--- src/rtl/acrp_pkg.sv ---
package acrp_pkg;
   // Word sizes
   localparam int CFG_W = 14;
   localparam int RES_W = 16;
   localparam int WORD_W = RES_W + CFG_W;
   localparam int CFG_CNT_W = 4;
   localparam int EDGE_W = 6;

   // Configuration word field positions
   localparam int CFG_UPDATE_BIT = 13;
   localparam int INMODE_MSB = 12;
   localparam int INMODE_LSB = 10;
   localparam int CHAN_MSB = 9;
   localparam int CHAN_LSB = 7;
   localparam int FILTER_BIT = 6;
   localparam int REF_MSB = 5;
   localparam int REF_LSB = 3;
   localparam int SEQUENCER_MSB = 2;
   localparam int SEQUENCER_LSB = 1;
   localparam int READBACK_BIT = 0;

   // Active settings after reset, same as the all-ones preload
   localparam logic [CFG_W-1:0] CFG_RESET = 14'h3FFF;

   // Serial bit counts
   localparam logic [CFG_CNT_W-1:0] CFG_BITS = 4'hE;
   localparam logic [EDGE_W-1:0] RES_BITS_PLAIN = 6'h0F;
   localparam logic [EDGE_W-1:0] RES_BITS_BUSY = 6'h10;
   localparam logic [EDGE_W-1:0] CFG_READBACK_BITS = 6'h0E;
   localparam logic [EDGE_W-1:0] EDGE_SAT = 6'h3F;

   // Timing
   localparam int CLK_FREQ_KHZ = 10000;
   localparam int CONV_TIME_NS = 2200;
   // Longest time, so rounded down
   localparam int CONV_CYC = (CONV_TIME_NS * CLK_FREQ_KHZ / 1000000) < 1 ? 1 :
                             (CONV_TIME_NS * CLK_FREQ_KHZ / 1000000);

   // Buffering
   localparam int FIFO_DEPTH = 16;

   typedef enum logic {
      CONV_IDLE,
      CONV_RUN
   } acrp_conv_state_t;

   typedef enum logic [2:0] {
      IN_BIPOLAR_DIFF,
      IN_BIPOLAR_COM,
      IN_TEMP_SENSOR,
      IN_UNIPOLAR_DIFF,
      IN_UNIPOLAR_COM,
      IN_UNIPOLAR_GND
   } acrp_input_mode_t;

   localparam acrp_input_mode_t MODE_RESET = IN_UNIPOLAR_GND;
endpackage

--- src/rtl/acrp_stream_if.sv ---
`timescale 1ns/10ps
interface acrp_stream_if #(parameter int W = 30);
   logic valid;
   logic ready;
   logic [W-1:0] data;
   modport src (output valid, output data, input ready);
   modport snk (input valid, input data, output ready);
endinterface

--- src/rtl/acrp_sync.sv ---
`timescale 1ns/10ps
module acrp_sync #(
   parameter int W = 3
) (
   input wire logic clk_i,
   input wire logic rst_n_i,
   input wire logic [W-1:0] d_i,
   output logic [W-1:0] q_o
);
   logic [W-1:0] meta_r;

   genvar g;
   generate
      for (g = 0; g < W; g++) begin : g_bit
         always_ff @(posedge clk_i or negedge rst_n_i) begin
            if (!rst_n_i) begin
               meta_r[g] <= 1'b0;
               q_o[g] <= 1'b0;
            end else begin
               meta_r[g] <= d_i[g];
               q_o[g] <= meta_r[g];
            end
         end
      end
   endgenerate
endmodule

--- src/rtl/acrp_fifo.sv ---
`timescale 1ns/10ps
module acrp_fifo #(
   parameter int W = 30,
   parameter int DEPTH = 16
) (
   input wire logic clk_i,
   input wire logic rst_n_i,
   acrp_stream_if.snk wr_i,
   acrp_stream_if.src rd_o
);
   // Depth must be a power of two, pointers wrap freely
   localparam int AW = $clog2(DEPTH);

   logic [W-1:0] mem_r [DEPTH];
   logic [W-1:0] data_r;
   logic [AW-1:0] wptr_r;
   logic [AW-1:0] rptr_r;
   logic [AW:0] count_r;

   wire push = wr_i.valid & wr_i.ready;
   wire pop = rd_o.valid & rd_o.ready;
   wire [AW-1:0] rptr_nxt = pop ? AW'(rptr_r + 1'b1) : rptr_r;
   wire [AW:0] count_nxt = (AW+1)'(count_r + (AW+1)'(push) - (AW+1)'(pop));
   // Head slot written this cycle, memory not yet holding it
   wire bypass = push & (count_r == (AW+1)'(pop));

   assign wr_i.ready = (count_r != (AW+1)'(DEPTH));
   assign rd_o.valid = (count_r != '0);
   assign rd_o.data = data_r;

   always_ff @(posedge clk_i) begin
      if (push) begin
         mem_r[wptr_r] <= wr_i.data;
      end
   end

   always_ff @(posedge clk_i or negedge rst_n_i) begin
      if (!rst_n_i) begin
         wptr_r <= '0;
         rptr_r <= '0;
         count_r <= '0;
         data_r <= '0;
      end else begin
         wptr_r <= push ? AW'(wptr_r + 1'b1) : wptr_r;
         rptr_r <= rptr_nxt;
         count_r <= count_nxt;
         data_r <= bypass ? wr_i.data : mem_r[rptr_nxt];
      end
   end

   fifo_full_a: assert property (@(posedge clk_i) disable iff (!rst_n_i)
      (!wr_i.ready && !pop) |=> (!wr_i.ready && $stable(wptr_r)))
      else $error("fifo accepted a word while full");

   fifo_bound_a: assert property (@(posedge clk_i) disable iff (!rst_n_i)
      count_r <= (AW+1)'(DEPTH))
      else $error("fifo count above depth");
endmodule

--- src/rtl/acrp_top.sv ---
`timescale 1ns/10ps
module acrp_top #(
   parameter int FIFO_DEPTH = acrp_pkg::FIFO_DEPTH,
   parameter int CONV_CYCLES = acrp_pkg::CONV_CYC
) (
   input wire logic clk_sys_i,
   input wire logic reset_n_i,
   input wire logic convert_start_i,
   input wire logic serial_clock_i,
   input wire logic serial_config_i,
   input wire logic busy_mode_i,
   input wire logic [acrp_pkg::RES_W-1:0] conv_result_i,
   output logic serial_result_o,
   output logic conv_active_o,
   output logic conv_ready_o,
   output logic result_pending_o,
   output logic [acrp_pkg::CFG_W-1:0] cfg_active_o,
   output acrp_pkg::acrp_input_mode_t input_mode_o,
   output logic [2:0] channel_select_o,
   output logic filter_bandwidth_o,
   output logic [2:0] reference_select_o,
   output logic [1:0] sequencer_o,
   output logic config_readback_o
);
   localparam int WORD_W = acrp_pkg::WORD_W;
   localparam int SH_W = WORD_W + 1;
   localparam int CNT_W = $clog2(CONV_CYCLES + 1);
   localparam int CONV_D = CONV_CYCLES;

   // Pin synchronisers and edge finding
   logic [2:0] pins_s;
   logic start_d_r;
   logic sck_d_r;

   acrp_sync #(.W(3)) u_sync (
      .clk_i(clk_sys_i),
      .rst_n_i(reset_n_i),
      .d_i({convert_start_i, serial_clock_i, serial_config_i}),
      .q_o(pins_s)
   );

   wire start_s = pins_s[2];
   wire sck_s = pins_s[1];
   wire din_s = pins_s[0];
   wire start_rise = start_s & ~start_d_r;
   wire sel = ~start_s;
   wire sck_rise_sel = sck_s & ~sck_d_r & sel;
   wire sck_fall_sel = ~sck_s & sck_d_r & sel;

   always_ff @(posedge clk_sys_i or negedge reset_n_i) begin
      if (!reset_n_i) begin
         start_d_r <= 1'b0;
         sck_d_r <= 1'b0;
      end else begin
         start_d_r <= start_s;
         sck_d_r <= sck_s;
      end
   end

   // Conversion timing
   acrp_pkg::acrp_conv_state_t state_r;
   acrp_pkg::acrp_conv_state_t state_nxt;
   logic [CNT_W-1:0] conv_cnt_r;
   logic eoc_d_r;

   acrp_stream_if #(.W(WORD_W)) wr_if ();
   acrp_stream_if #(.W(WORD_W)) rd_if ();

   wire run = (state_r == acrp_pkg::CONV_RUN);
   // start on rising edge; a full queue drops it
   wire conv_start = start_rise & ~run & wr_if.ready;
   wire eoc = run & (conv_cnt_r == CNT_W'(CONV_CYCLES - 1));

   always_comb begin
      state_nxt = state_r;
      case (state_r)
         acrp_pkg::CONV_IDLE: begin
            if (conv_start) begin
               state_nxt = acrp_pkg::CONV_RUN;
            end
         end
         acrp_pkg::CONV_RUN: begin
            if (eoc) begin
               state_nxt = acrp_pkg::CONV_IDLE;
            end
         end
         default: begin
            state_nxt = acrp_pkg::CONV_IDLE;
         end
      endcase
   end

   always_ff @(posedge clk_sys_i or negedge reset_n_i) begin
      if (!reset_n_i) begin
         state_r <= acrp_pkg::CONV_IDLE;
         conv_cnt_r <= '0;
         eoc_d_r <= 1'b0;
      end else begin
         state_r <= state_nxt;
         conv_cnt_r <= conv_start ? '0 : (run ? CNT_W'(conv_cnt_r + 1'b1) : conv_cnt_r);
         eoc_d_r <= eoc;
      end
   end

   // Configuration capture
   logic [acrp_pkg::CFG_W-1:0] cfg_sh_r;
   logic [acrp_pkg::CFG_CNT_W-1:0] cfg_cnt_r;
   logic [acrp_pkg::CFG_W-1:0] pend_r;
   logic pend_v_r;
   logic [acrp_pkg::CFG_W-1:0] cfg_active_r;
   acrp_pkg::acrp_input_mode_t mode_r;
   acrp_pkg::acrp_input_mode_t mode_nxt;

   // stop taking bits once the word is full
   wire cfg_take = sck_rise_sel & (cfg_cnt_r != acrp_pkg::CFG_BITS);
   wire cfg_done = cfg_take & (cfg_cnt_r == acrp_pkg::CFG_CNT_W'(acrp_pkg::CFG_BITS - 1'b1));
   wire [acrp_pkg::CFG_W-1:0] cfg_sh_nxt = {cfg_sh_r[acrp_pkg::CFG_W-2:0], din_s};
   wire cfg_apply = eoc & pend_v_r & pend_r[acrp_pkg::CFG_UPDATE_BIT];
   wire [2:0] inmode = pend_r[acrp_pkg::INMODE_MSB:acrp_pkg::INMODE_LSB];

   always_comb begin
      case (inmode)
         3'h0, 3'h1: mode_nxt = acrp_pkg::IN_BIPOLAR_DIFF;
         3'h2: mode_nxt = acrp_pkg::IN_BIPOLAR_COM;
         3'h3: mode_nxt = acrp_pkg::IN_TEMP_SENSOR;
         3'h4, 3'h5: mode_nxt = acrp_pkg::IN_UNIPOLAR_DIFF;
         3'h6: mode_nxt = acrp_pkg::IN_UNIPOLAR_COM;
         default: mode_nxt = acrp_pkg::IN_UNIPOLAR_GND;
      endcase
   end

   // Word spans bursts, so the count restarts only at conversion end
   always_ff @(posedge clk_sys_i or negedge reset_n_i) begin
      if (!reset_n_i) begin
         cfg_sh_r <= '0;
         cfg_cnt_r <= '0;
      end else begin
         cfg_sh_r <= cfg_take ? cfg_sh_nxt : cfg_sh_r;
         cfg_cnt_r <= eoc ? '0 : (cfg_take ? acrp_pkg::CFG_CNT_W'(cfg_cnt_r + 1'b1) : cfg_cnt_r);
      end
   end

   // pending word moves over at conversion end when its update bit is set
   always_ff @(posedge clk_sys_i or negedge reset_n_i) begin
      if (!reset_n_i) begin
         pend_r <= '0;
         pend_v_r <= 1'b0;
         cfg_active_r <= acrp_pkg::CFG_RESET;
         mode_r <= acrp_pkg::MODE_RESET;
      end else begin
         pend_r <= cfg_done ? cfg_sh_nxt : pend_r;
         pend_v_r <= cfg_done | (pend_v_r & ~eoc);
         cfg_active_r <= cfg_apply ? pend_r : cfg_active_r;
         mode_r <= cfg_apply ? mode_nxt : mode_r;
      end
   end

   assign cfg_active_o = cfg_active_r;
   assign input_mode_o = mode_r;
   assign channel_select_o = cfg_active_r[acrp_pkg::CHAN_MSB:acrp_pkg::CHAN_LSB];
   assign filter_bandwidth_o = cfg_active_r[acrp_pkg::FILTER_BIT];
   assign reference_select_o = cfg_active_r[acrp_pkg::REF_MSB:acrp_pkg::REF_LSB];
   assign sequencer_o = cfg_active_r[acrp_pkg::SEQUENCER_MSB:acrp_pkg::SEQUENCER_LSB];
   assign config_readback_o = cfg_active_r[acrp_pkg::READBACK_BIT];

   // Result queue; words pair the result with its own config
   assign wr_if.valid = eoc;
   assign wr_if.data = {conv_result_i, cfg_active_r};
   assign conv_ready_o = wr_if.ready;
   assign result_pending_o = rd_if.valid;
   assign conv_active_o = run;

   acrp_fifo #(.W(WORD_W), .DEPTH(FIFO_DEPTH)) u_fifo (
      .clk_i(clk_sys_i),
      .rst_n_i(reset_n_i),
      .wr_i(wr_if),
      .rd_o(rd_if)
   );

   // Result readout
   logic [SH_W-1:0] shift_r;
   logic [acrp_pkg::EDGE_W-1:0] edges_r;
   logic [acrp_pkg::EDGE_W-1:0] limit_r;
   logic consumed_r;
   logic out_r;

   wire [WORD_W-1:0] head = rd_if.data;
   // oldest queued result becomes the next readout after a conversion end
   wire load = eoc_d_r & consumed_r & rd_if.valid;
   // readback bit set means no readback
   wire [acrp_pkg::EDGE_W-1:0] limit_nxt = acrp_pkg::EDGE_W'(
      (busy_mode_i ? acrp_pkg::RES_BITS_BUSY : acrp_pkg::RES_BITS_PLAIN) +
      (head[acrp_pkg::READBACK_BIT] ? '0 : acrp_pkg::CFG_READBACK_BITS));
   wire [SH_W-1:0] load_word = busy_mode_i ? {1'b0, head} : {head, 1'b0};
   wire [SH_W-1:0] shift_nxt = {shift_r[SH_W-2:0], 1'b0};
   wire in_budget = (edges_r < limit_r);
   wire last_edge = sck_fall_sel & (acrp_pkg::EDGE_W'(edges_r + 1'b1) == limit_r);

   assign rd_if.ready = load;
   assign serial_result_o = out_r;

   always_ff @(posedge clk_sys_i or negedge reset_n_i) begin
      if (!reset_n_i) begin
         shift_r <= '0;
         edges_r <= '0;
         limit_r <= '0;
      end else if (load) begin
         shift_r <= load_word;
         edges_r <= '0;
         limit_r <= limit_nxt;
      end else if (sck_fall_sel) begin
         shift_r <= shift_nxt;
         edges_r <= (edges_r == acrp_pkg::EDGE_SAT) ? edges_r : acrp_pkg::EDGE_W'(edges_r + 1'b1);
      end
   end

   // one bit per falling edge, zero past the budget
   always_ff @(posedge clk_sys_i or negedge reset_n_i) begin
      if (!reset_n_i) begin
         out_r <= 1'b0;
         consumed_r <= 1'b1;
      end else begin
         out_r <= load ? load_word[SH_W-1] : (sck_fall_sel ? (in_budget & shift_r[SH_W-2]) : out_r);
         consumed_r <= last_edge | (consumed_r & ~load);
      end
   end

   cfg_load_a: assert property (@(posedge clk_sys_i) disable iff (!reset_n_i)
      cfg_apply |=> (cfg_active_r == $past(pend_r)) && !pend_v_r)
      else $error("config not moved over at conversion end");

   cfg_keep_a: assert property (@(posedge clk_sys_i) disable iff (!reset_n_i)
      (eoc && pend_v_r && !pend_r[acrp_pkg::CFG_UPDATE_BIT]) |=> $stable(cfg_active_r))
      else $error("config changed with update bit clear");

   cfg_hold_a: assert property (@(posedge clk_sys_i) disable iff (!reset_n_i)
      !eoc |=> $stable(cfg_active_r))
      else $error("config changed outside conversion end");

   cfg_capture_a: assert property (@(posedge clk_sys_i) disable iff (!reset_n_i)
      cfg_done |=> pend_v_r && (pend_r == {$past(cfg_sh_r[acrp_pkg::CFG_W-2:0]), $past(din_s)}))
      else $error("config word not captured MSB first");

   cfg_ignore_a: assert property (@(posedge clk_sys_i) disable iff (!reset_n_i)
      (cfg_cnt_r == acrp_pkg::CFG_BITS && !eoc) |=> (cfg_cnt_r == acrp_pkg::CFG_BITS) && $stable(cfg_sh_r))
      else $error("config input taken after fourteenth edge");

   conv_len_a: assert property (@(posedge clk_sys_i) disable iff (!reset_n_i)
      conv_start |=> run [*2] ##(CONV_D - 2) eoc)
      else $error("conversion length wrong");

   conv_stall_a: assert property (@(posedge clk_sys_i) disable iff (!reset_n_i)
      (start_rise && !run && !wr_if.ready) |=> !run)
      else $error("conversion started with full queue");

   res_shift_a: assert property (@(posedge clk_sys_i) disable iff (!reset_n_i)
      (sck_fall_sel && !load && in_budget) |=> (serial_result_o == $past(shift_r[SH_W-2])))
      else $error("result bit not shifted on falling edge");

   res_quiet_a: assert property (@(posedge clk_sys_i) disable iff (!reset_n_i)
      (sck_fall_sel && !load && !in_budget) |=> !serial_result_o)
      else $error("output not zero past the edge budget");

   res_pair_a: assert property (@(posedge clk_sys_i) disable iff (!reset_n_i)
      load |=> (limit_r == $past(limit_nxt)) && (edges_r == '0) && !consumed_r)
      else $error("readout budget not set on load");

   conv_cycle_c: cover property (@(posedge clk_sys_i) disable iff (!reset_n_i)
      conv_start ##[1:300] eoc);
   cfg_update_c: cover property (@(posedge clk_sys_i) disable iff (!reset_n_i)
      cfg_apply);
   readout_c: cover property (@(posedge clk_sys_i) disable iff (!reset_n_i)
      load ##[1:1000] last_edge);
   queue_full_c: cover property (@(posedge clk_sys_i) disable iff (!reset_n_i)
      !wr_if.ready);
endmodule

--- config.mk ---
export PLATFORM = sky130hd
export DESIGN_NAME = acrp_top
export DESIGN_NICKNAME = d
export VERILOG_FILES = /design/src/rtl/acrp_pkg.sv /design/src/rtl/acrp_stream_if.sv /design/src/rtl/acrp_sync.sv /design/src/rtl/acrp_fifo.sv /design/src/rtl/acrp_top.sv
export SDC_FILE = /design/constraint.sdc
export NUM_CORES = 1
export LEC_CHECK = 0
export BUFFER_PORTS_ARGS = -buffer_cell sky130_fd_sc_hd__buf_2
export CAP_MARGIN = 20
export CORE_UTILIZATION = 50
export CTS_BUF_LIST = sky130_fd_sc_hd__clkbuf_8
export CTS_CLUSTER_DIAMETER = 40
export DETAILED_ROUTE_END_ITERATION = 7
export GPL_TIMING_DRIVEN = 0
export PLACE_DENSITY = 0.63
export SLEW_MARGIN = 15
export SYNTH_ARGS = -nofsm -noshare
export SYNTH_HDL_FRONTEND = slang
export SYNTH_SLANG_ARGS = --single-unit
--- constraint.sdc ---
create_clock -name clk_sys_i -period 5.4 [get_ports clk_sys_i]
set_input_delay 0.81 -clock clk_sys_i [delete_from_list [all_inputs] [get_ports clk_sys_i]]
set_output_delay 0.81 -clock clk_sys_i [all_outputs]
set_load 0.005 [all_outputs]
==> results of run 1 <==
cells in the mapped netlist (13+ instances only):
cell	n	area [um2]
dfstp_2	17	447
edfxtp_1	480	14400
buf_4	14	105
nor2_1	71	267
a211oi_1	29	218
and2_1	28	175
a31oi_1	30	188
a41oi_2	27	439
inv_1	23	86.3
clkbuf_1	55	206
o21ai_0	13	65.1
mux4_2	240	5410
dfrtp_1	133	3330
nand2_1	301	1130
xnor2_1	15	131
mux2i_1	60	601
buf_2	53	265
a21oi_1	13	65.1
ha_1	27	338
a21o_1	30	225
mux2_2	28	315
o22a_1	29	254
cells in the final DEF, fill, tap and decap left out, types with 5 or more instances in the layout:
cell        instances
buf_6              12
a211oi_1           29
or3_1               5
nor2_1             59
dfstp_2            17
nor3_1              6
buf_16             12
mux4_2            240
clkinv_2           13
dfrtp_1           133
and3_1              8
nor3_2              5
nor2b_1             5
buf_4              28
a41oi_2            27
bufinv_16           7
inv_1              60
buf_1               8
clkinv_1            9
o22a_1             29
mux2_2             28
a31oi_1            30
buf_2             104
clkinvlp_4          8
o21ai_0            13
nor2_4             12
mux2i_1            60
and2_1             28
a21o_1             30
clkbuf_8          129
a21oi_1            13
edfxtp_1          480
nand3_1            10
xor2_1             10
nand4_1             6
clkbuf_1           52
nand2_1           301
xnor2_1            15
ha_1               27
critical path, stage by stage (launching register included):
cell and delay, ns:
dfrtp_1 0.35, inv_1 0.07, ha_1 0.24, or4b_4 0.23, nand3_2 0.24, inv_2 0.23, buf_2 0.31, clkbuf_1 0.43
buf_1 0.46, ha_1 0.33, inv_1 0.08, nor2_1 0.05, nand4_1 0.38, clkbuf_1 0.58, clkbuf_2 0.47, a41oi_2 0.26
per-layer routing:
layer	up-vias	track usage, %	part of all wire [%]
met4	0	8.36	2.4
li1	7553	-	-
met3	119	4.31	7.0
met2	703	42.6	49
met1	9186	35.8	41
met5	-	0	0
layout make-up:
type | count | area, um2
multi-input cells | 1027 | 10500
well taps | 765 | 957
plain buffers | 135 | 661
inverters | 25 | 93.8
diodes | 1 | 2.50
fillers | 4547 | 24200
clock buffers | 129 | 1780
clock inverters | 80 | 566
flip-flops and latches | 630 | 18200
repair buffers | 92 | 901
registers in the layout (all words and copies together), names as in the netlist, 3 cells and up:
name / cells
u_fifo.mem_r: 480
cfg_cnt_r: 4
u_fifo.rd_o.data: 30
u_sync.q_o: 3
pend_r: 14
edges_r: 6
cfg_sh_r: 13
u_fifo.count_r: 5
cfg_active_o: 14
shift_r: 30
conv_cnt_r: 5
u_fifo.rptr_r: 4
limit_r: 5
u_sync.meta_r: 3
input_mode_o: 3
u_fifo.wptr_r: 4
per-stage QoR:
| stage | hold WS (ns) | cells |
|---|---|---|
| global placement | 0.332 | 2634 |
| detailed placement | 0.335 | 2671 |
| floorplan | 0.331 | 1817 |
| global route | 0.170 | 2884 |
| CTS | 0.147 | 2881 |
| finish | 0.202 | 2884 |
worst min path at each step:
stage / slack, ns / end / startpoint
CTS: 0.15 / u_sync.meta_r[0] / serial_config_i
global placement: 0.33 / u_sync.q_o[2] / u_sync.meta_r[2]
detailed placement: 0.33 / u_sync.q_o[1] / u_sync.meta_r[1]
finish: 0.20 / u_sync.meta_r[0] / serial_config_i
global route: 0.17 / u_sync.meta_r[0] / serial_config_i
floorplan: 0.33 / u_sync.q_o[0] / u_sync.meta_r[0]
what timing repair did:
action / CTS / global route
hold buffers: 1 / 0
endpoints found under the hold margin: 35 / 0
setup endpoints to repair: 0 / 4
setup buffers: 0 / 0
gates resized for setup: 0 / 4
power by group through the flow:
stage	registers (mW)	clock network, mW	logic, mW
final	5.47	4.53	0.584
after global routing	5.49	4.82	0.666
after CTS	5.47	4.61	0.590
after detailed placement	5.56	0	0.586
after global placement	5.56	0	0.547
after floorplan	5.53	0	0.401
cells by family after synthesis:
kind of cell,count (synthesis),synth area share [%]
AOI/OAI and AO/OA,188,5.46
muxes,328,21.5
adders and majority gates,28,1.22
xor gates and xnor gates,25,0.745
buffers and inverters,160,2.55
DFF,630,61.9
and+or+nand+nor,458,6.59
==> reports/summary.txt, run 1 <==
DP Area = 31300 um2
Clock Sinks = 630
Startpoint Class = register
Pwr Total = 10.6 mW
area grow syn2layout = 14.7%
port bufs = 52
reg2reg path depth = 15
final RePlAce weighted congestion = 0.839
Core Area = 57900 um2
initial cell density of the core = 50.7%
Slew HR = 33.2%
CP Capture Type = register
die extent in x = 244 um
Critical Path Source = u_fifo.count_r[2]
Root Driver = clkbuf_8
clk slew on worst S/H paths = 0.06 ns
synth unique cells = 54
HP Class = input port to register
Mapped Avg Cell Area = 16.2 um2
Switch Pwr = 2.47 mW
Least-Margin Pin Slew = 1.00 ns
mapped cell area = 29400 um2
pre-CTS setup slack = 0.122 ns
setup ws final = 0.454 ns
layout cells sized above 1 = 31.5%
Cells on Worst Hold Path = 1
CTS tree = done
io pins = 53
Final setup viols = 0
total CTS buffers = 111
synth warn = 0
final setup TNS = 0 ns
die area = 59700 um2
Mapped Cells = 1817
Final Util = 58.2%
Vias/cell = 6.09
Syn Nets = 1867
number of global-route vias before repair = 18052
Worst R2R Setup Slack = 0.45 ns
Post-Route WL = 75300 um
crit path to = u_fifo.rd_o.data[14]
initial antenna violation count = 1
Final Hold Violating Endpoints = 0
switching share of power = 23.3%
post-DP HPWL = 50700 um
Critical Setup Path Class = register to register
crit path max fanout = 10
EDFF count, synth = 480
GRT Total Usage = 26.0%
max cap viols = 0
data arrival time of the critical path = 5.45 ns
ys flop type = edfxtp_1
P_int = 8.12 mW
final instance area = 33700 um2
first-pass GRT wire length = 114000 um
status = finished clean
maximum vdd drop = 0.252 mV
H-tree Lvls = 3
synthesis-stage register bit count = 630
Final Critical Period = 4.95 ns
Fmax = 202 MHz
Comb power frac = 5.5%
CP required = 5.90 ns
Rows = 88
fin. max-slew vios = 0
terminus of the critical flop-to-flop path = u_fifo.rd_o.data[14]
Max Root-Sink Buffers = 3
Die Ht = 244 um
Initial DRC Count = 1549
worst-skew pair later-pin latency = 0.73 ns
largest net degree at the start of global routing = 100
Routed Antenna Nets = 0
clock network fraction of design power = 42.8%
grt ovf = 0
post-synthesis sequential area ratio = 61.9%
RSZ-0062 raised after global routing = false
routed vias = 17561
drt pass-1 iters = 5
Leak = 12.4 nW
routed len/inst = 26.1 um
Layout Skew = 0.0555 ns
fraction of registers with async set/reset = 23.8%
final worst path period share = 91.6%
Pwr per Cell Area = 314 nW/um2
FF-to-FF Start = u_fifo.count_r[2]
drt drc = 0
Seq pwr share = 51.7%
final net count = 2072
Note: power is estimated with default switching activity, not from simulation.
==> inputs of run 2 (changes only) <==
--- a/config.mk
+++ b/config.mk
@@ -12,7 +12,7 @@
 export CTS_CLUSTER_DIAMETER = 40
 export DETAILED_ROUTE_END_ITERATION = 7
 export GPL_TIMING_DRIVEN = 0
-export PLACE_DENSITY = 0.63
+export PLACE_DENSITY = 0.68
 export SLEW_MARGIN = 15
 export SYNTH_ARGS = -nofsm -noshare
 export SYNTH_HDL_FRONTEND = slang
==> run 2 against run 1 <==
Die area stayed put. Sequential cell count stayed put. Sequential power hardly changed. Power is 0.86% lower. Routed wire length is 1.2% lower. Clock power is 2% lower. Via count is 0.50% higher. Sequential share of layout area is 0.29 points higher. Utilization is 0.32 points lower. Non-clock buffer count is 5 lower. Setup slack better by 0.10 ns.
==> reports/summary.txt, run 2 (same netlist as run 1, synthesis figures left out) <==
status = finished clean
most frequent cells in the layout = edfxtp_1, nand2_1, mux4_2, dfrtp_1, clkbuf_8
placed cells = 2666 (-0.19%)
Fmax = 207 MHz (+2.2%)
largest reg by FF count = u_fifo.mem_r
delay-heaviest family, CP = buffers and inverters
Finished Layout Cells = 2870 (-0.49%)
largest net degree at the start of global routing = 95 (-5.0%)
max FFs per register = 480 (unchanged)
post-DP HPWL = 49900 um (-1.7%)
met2 usage = 41.0% (-1.6 points)
final net count = 2064 (-0.39%)
Rows = 88 (unchanged)
Critical-path top delay cell = clkbuf_1
first-pass GRT wire length = 113000 um (-0.62%)
Post-Route WL = 74400 um (-1.2%)
drt pass-1 iters = 7 (+2)
area grow syn2layout = 14.1%
CP Capture Type = register
area of the multi-input gates = 10500 um2 (unchanged)
Startpoint Class = register
Critical Setup Path Class = register to register
CP Buf/Inv Count = 7 (-1)
Leak = 12.4 nW (-0.52%)
CTS tree = done
Final setup viols = 0 (unchanged)
layout cells sized above 1 = 31.1% (-0.42 points)
number of diodes = 0 (-1)
initial cell density of the core = 50.7% (unchanged)
crit path cell chain = inv_1, ha_1, or4b_4, nand3_2, inv_2, buf_2, buf_1, ha_1, inv_1, nor2_1, nand4_1, clkbuf_1, clkbuf_2, a41oi_1
clk slew on worst S/H paths = 0.06 ns (about the same)
Layout Skew = 0.0413 ns (-0.0141 ns)
data arrival time of the critical path = 5.36 ns (-0.09 ns)
routed vias = 17648 (+0.50%)
Slew HR = 20.0% (-13 points)
Max Root-Sink Buffers = 3 (unchanged)
final instance area = 33500 um2 (-0.54%)
fin. max-slew vios = 0 (unchanged)
die area = 59700 um2 (unchanged)
Clock Sinks = 630 (unchanged)
Initial DRC Count = 1639 (+5.8%)
setup ws final = 0.558 ns (+0.104 ns)
final worst path period share = 89.7% (-1.9 points)
io pins = 53 (unchanged)
HP Class = input port to register
grt ovf = 0 (unchanged)
total CTS buffers = 108 (-2.7%)
initial antenna violation count = 0 (-1)
Comb power frac = 5.6% (about the same)
maximum vdd drop = 0.231 mV (-8.5%)
GR met1 Demand/Resource = 35.0% (-0.77 points)
Switch Pwr = 2.44 mW (-1.0%)
CP required = 5.92 ns (+0.02 ns)
routed len/inst = 25.9 um (-0.71%)
Fill cells = 4473 (-1.6%)
worst hold slack = 0.210 ns (+0.00795 ns)
Routed Antenna Nets = 0 (unchanged)
die extent in x = 244 um (unchanged)
max cap viols = 0 (unchanged)
Top Usage Layer GRT = met2
RSZ-0062 raised after global routing = false
crit path max fanout = 19 (+9)
H-tree Lvls = 3 (unchanged)
Vias/cell = 6.15 (+0.99%)
Pwr per Cell Area = 313 nW/um2 (-0.32%)
commonest non-fill, non-tap cell in the layout = edfxtp_1
Least-Margin Pin Slew = 1.20 ns (+0.198 ns)
Seq pwr share = 52.2% (+0.5 points)
P_int = 8.05 mW (-0.82%)
final RePlAce weighted congestion = 0.873 (+4.1%)
Core Area = 57900 um2 (unchanged)
GRT Total Usage = 25.7% (-0.33 points)
FF/Latch Area = 18200 um2 (unchanged)
Die Ht = 244 um (unchanged)
postcts setup bufs = 0 (unchanged)
clock network fraction of design power = 42.2% (-0.6 points)
slowest stage delay, CP = 0.59 ns (about the same)
final setup TNS = 0 ns (unchanged)
pre-CTS setup slack = -0.156 ns (-0.278 ns)
routing usage on met3 = 5.15% (+0.83 points)
port bufs = 52 (unchanged)
Final Hold Violating Endpoints = 0 (unchanged)
switching share of power = 23.3% (-0.033 points)
worst-skew pair later-pin latency = 0.72 ns (about the same)
DP Area = 31200 um2 (-0.34%)
Final Critical Period = 4.84 ns (-0.104 ns)
drt drc = 0 (unchanged)
number of global-route vias before repair = 18272 (+1.2%)
Root Driver = clkbuf_8
-- run 2: cell count changes in the layout (fill, tap and decap cells not counted), sizes merged --
cell      change
clkbuf        -6
inv           +5
buf           -3
clkinv        -5
diode         -1
clkinvlp      -4
-- run 2: final timing paths --
path                                        end  cells past startpoint               from  slack (ns)
max                        u_fifo.rd_o.data[21]                     14  u_fifo.count_r[2]        0.56
min in group asynchronous            pend_r[12]                      2          reset_n_i        0.63
max reg2reg                u_fifo.rd_o.data[21]                     14  u_fifo.count_r[2]        0.56
min                            u_sync.meta_r[0]                      1    serial_config_i        0.21
max in group asynchronous            consumed_r                      3          reset_n_i        3.90
min reg2reg                       u_sync.q_o[2]                      0   u_sync.meta_r[2]        0.36
-- run 2: area by class of cell --
cell class                      count  area share, %
Sequential cell                   630           54.3
Multi-Input combinational cell   1027           31.5
Clock buffer                      125           5.13
Tap cell                          765           2.86
Timing Repair Buffer               88           2.40
Buffer                            134           1.96
Clock inverter                     76           1.61
Inverter                           25          0.280
-- run 2: layer usage --
metal / routed length [um] / share of wire (%) / vias to the layer above
met3: 5900 / 7.9 / 124
li1: - / - / 7533
met1: 30000 / 40 / 9195
met2: 36200 / 49 / 796
met4: 2230 / 3.0 / 0
met5: 0 / 0 / -
-- run 2: stage by stage --
step | util [%] | power [mW]
after floorplan | - | 5.93
after CTS | 57.8 | 10.6
after global placement | 52.8 | 6.10
after global routing | 57.9 | 10.9
final | 57.9 | 10.5
after detailed placement | 53.9 | 6.15
-- run 2: repair_timing --
item	4_1_cts	5_1_grt
resized for setup	2	0
pin swaps	0	0
endpoints found under the hold margin	19	0
setup endpoints to repair	7	1
hold buffers	1	0
-- run 2: worst reg2reg max path, cell delays in order, from the launching register on --
cell	delay (ns)
dfrtp_1	0.35
inv_1	0.07
ha_1	0.24
or4b_4	0.23
nand3_2	0.23
inv_2	0.25
buf_2	0.52
buf_1	0.55
ha_1	0.35
inv_1	0.08
nor2_1	0.05
nand4_1	0.34
clkbuf_1	0.60
clkbuf_2	0.50
a41oi_1	0.32
-- run 2: power groups by stage --
stage / clock network, mW / logic [mW] / registers [mW]
5_1_grt: 4.71 / 0.671 / 5.49
4_1_cts: 4.50 / 0.590 / 5.47
6_report: 4.43 / 0.587 / 5.47
3_3_place_gp: 0 / 0.543 / 5.56
3_5_place_dp: 0 / 0.584 / 5.56
2_1_floorplan: 0 / 0.401 / 5.53
==> inputs of run 3 (changes only) <==
==> constraint.sdc (replaced) <==
create_clock -name clk_sys_i -period 4.8 [get_ports clk_sys_i]
set_input_delay 0.72 -clock clk_sys_i [delete_from_list [all_inputs] [get_ports clk_sys_i]]
set_output_delay 0.72 -clock clk_sys_i [all_outputs]
set_load 0.005 [all_outputs]
==> run 3 against run 2 <==
Hold slack got worse by 0.090 ns. Combinational power grew 13%. Critical path depth stayed put. Power increased by 12%. Global-route usage did not move. Setup slack lost 0.18 ns. Critical path type unchanged. Critical endpoint unchanged.
==> reports/summary.txt, run 3 (same netlist as run 1, synthesis figures left out) <==
status = finished clean
Critical-path top delay cell = or4b_4
commonest non-fill, non-tap cell in the layout = edfxtp_1
FF/Latch Area = 18200 um2 (unchanged)
most frequent cells in the layout = edfxtp_1, nand2_1, mux4_2, dfrtp_1, clkbuf_8
grt ovf = 0 (unchanged)
Fmax = 226 MHz (+9.5%)
total CTS buffers = 108 (unchanged)
final RePlAce weighted congestion = 0.873 (unchanged)
CTS tree = done
post-DP HPWL = 49900 um (unchanged)
Post-Route WL = 74300 um (about the same)
Max Root-Sink Buffers = 3 (unchanged)
layout cells sized above 1 = 31.2% (+0.095 points)
Final setup viols = 0 (unchanged)
largest net degree at the start of global routing = 95 (unchanged)
area grow syn2layout = 14.1% (about the same)
HP Class = input port to register
Final Critical Period = 4.42 ns (-0.421 ns)
CP Capture Type = register
io pins = 53 (unchanged)
Rows = 88 (unchanged)
Slew HR = 20.0% (about the same)
Clock Sinks = 630 (unchanged)
crit path max fanout = 19 (unchanged)
RSZ-0062 raised after global routing = false
fin. max-slew vios = 0 (unchanged)
Routed Antenna Nets = 0 (unchanged)
routed len/inst = 25.9 um (about the same)
Final Hold Violating Endpoints = 0 (unchanged)
Final Util = 57.9% (about the same)
initial antenna violation count = 0 (unchanged)
Pwr per Cell Area = 352 nW/um2 (+12%)
initial cell density of the core = 50.7% (unchanged)
clk slew on worst S/H paths = 0.06 ns (about the same)
Least-Margin Pin Slew = 1.20 ns (-0.000219 ns)
routed vias = 17646 (-0.011%)
Startpoint Class = register
max FFs per register = 480 (unchanged)
number of global-route vias before repair = 18272 (unchanged)
Root Driver = clkbuf_8
final net count = 2064 (unchanged)
die extent in x = 244 um (unchanged)
max cap viols = 0 (unchanged)
crit path cell chain = inv_1, ha_1, or4b_4, nand3_2, inv_2, buf_2, buf_2, ha_1, inv_1, nor2_1, nand4_1, clkbuf_2, clkbuf_2, a41oi_1
Fill cells = 4474 (+0.022%)
die area = 59700 um2 (unchanged)
data arrival time of the critical path = 5.00 ns (-0.36 ns)
Vias/cell = 6.15 (about the same)
number of diodes = 0 (unchanged)
final worst path period share = 92.1% (+2.4 points)
drt pass-1 iters = 5 (-2)
GRT Total Usage = 25.7% (unchanged)
worst-skew pair later-pin latency = 0.72 ns (about the same)
slowest stage delay, CP = 0.49 ns (-0.10 ns)
drt drc = 0 (unchanged)
Die Ht = 244 um (unchanged)
maximum vdd drop = 0.260 mV (+12%)
largest reg by FF count = u_fifo.mem_r
Core Area = 57900 um2 (unchanged)
first-pass GRT wire length = 113000 um (unchanged)
port bufs = 52 (unchanged)
CP required = 5.38 ns (-0.54 ns)
final setup TNS = 0 ns (unchanged)
H-tree Lvls = 3 (unchanged)
Initial DRC Count = 1648 (+0.55%)
Leak = 12.4 nW (-0.11%)
Layout Skew = 0.0402 ns (-0.00112 ns)
Critical Setup Path Class = register to register
area of the multi-input gates = 10500 um2 (unchanged)
-- run 3: cell count changes in the layout (fill, tap and decap cells not counted) --
cell,previous run,this run
clkbuf_2,3,4
buf_2,105,106
clkbuf_1,51,50
buf_1,8,7
-- run 3: per-stage QoR --
step	instance area, um2	instances	power (mW)	setup WS [ns]	hold slack [ns]
after global routing	33500	2870	12.2	0.191	0.0833
after floorplan	29400	1817	6.67	0.709	0.331
final	33500	2870	11.8	0.380	0.119
after CTS	33500	2868	11.9	0.0288	0.0612
after detailed placement	31200	2666	6.92	-0.756	0.348
after global placement	30600	2634	6.86	-2.87	0.338
-- run 3: cell type report --
type / count / area share [%]
Sequential cell: 630 / 54.3
Multi-Input combinational cell: 1027 / 31.5
Clock buffer: 125 / 5.13
Tap cell: 765 / 2.86
Timing Repair Buffer: 88 / 2.40
Buffer: 134 / 1.97
Clock inverter: 76 / 1.61
Inverter: 25 / 0.280
-- run 3: power breakdown --
part           switching [mW]  leakage (nW)  total [mW]  internal [mW]
registers               0.145          6.33        6.15           6.01
clock network            2.22          1.30        4.98           2.77
logic                   0.382          4.72       0.661          0.279
total                    2.74          12.4        11.8           9.05
-- run 3: layer usage --
metal | part of all wire [%] | routed length [um] | track usage, %
met5 | 0 | 0 | 0
met4 | 3.0 | 2260 | 9.74
met3 | 8.2 | 6090 | 5.15
met2 | 49 | 36200 | 41.0
met1 | 40 | 29800 | 35.0
-- run 3: critical path, delay by kind of cell, from the launching register on --
kind	cells	cell delay (ns)
compound gates	1	0.43
fa+ha+maj	2	0.51
buf+inv	7	1.70
flops	1	0.38
simple gates	4	1.23
-- run 3: timing repair --
action	in CTS	in global routing
hold endpoints to repair	42	0
hold buffers	1	0
setup endpoints to repair	21	5
pin swaps	0	0
gates resized for setup	4	0
buffers inserted	0	0
-- run 3: worst paths after layout --
check                           slack (ns)              start  cells after the start                    to
worst max-delay path                  0.38  u_fifo.count_r[2]                     14  u_fifo.rd_o.data[21]
worst min-delay path                  0.12    serial_config_i                      1      u_sync.meta_r[0]
worst max register to register        0.38  u_fifo.count_r[2]                     14  u_fifo.rd_o.data[21]
worst min register to register        0.36   u_sync.meta_r[2]                      0         u_sync.q_o[2]
max in group asynchronous             3.39          reset_n_i                      3            consumed_r
min in group asynchronous             0.54          reset_n_i                      2            pend_r[12]
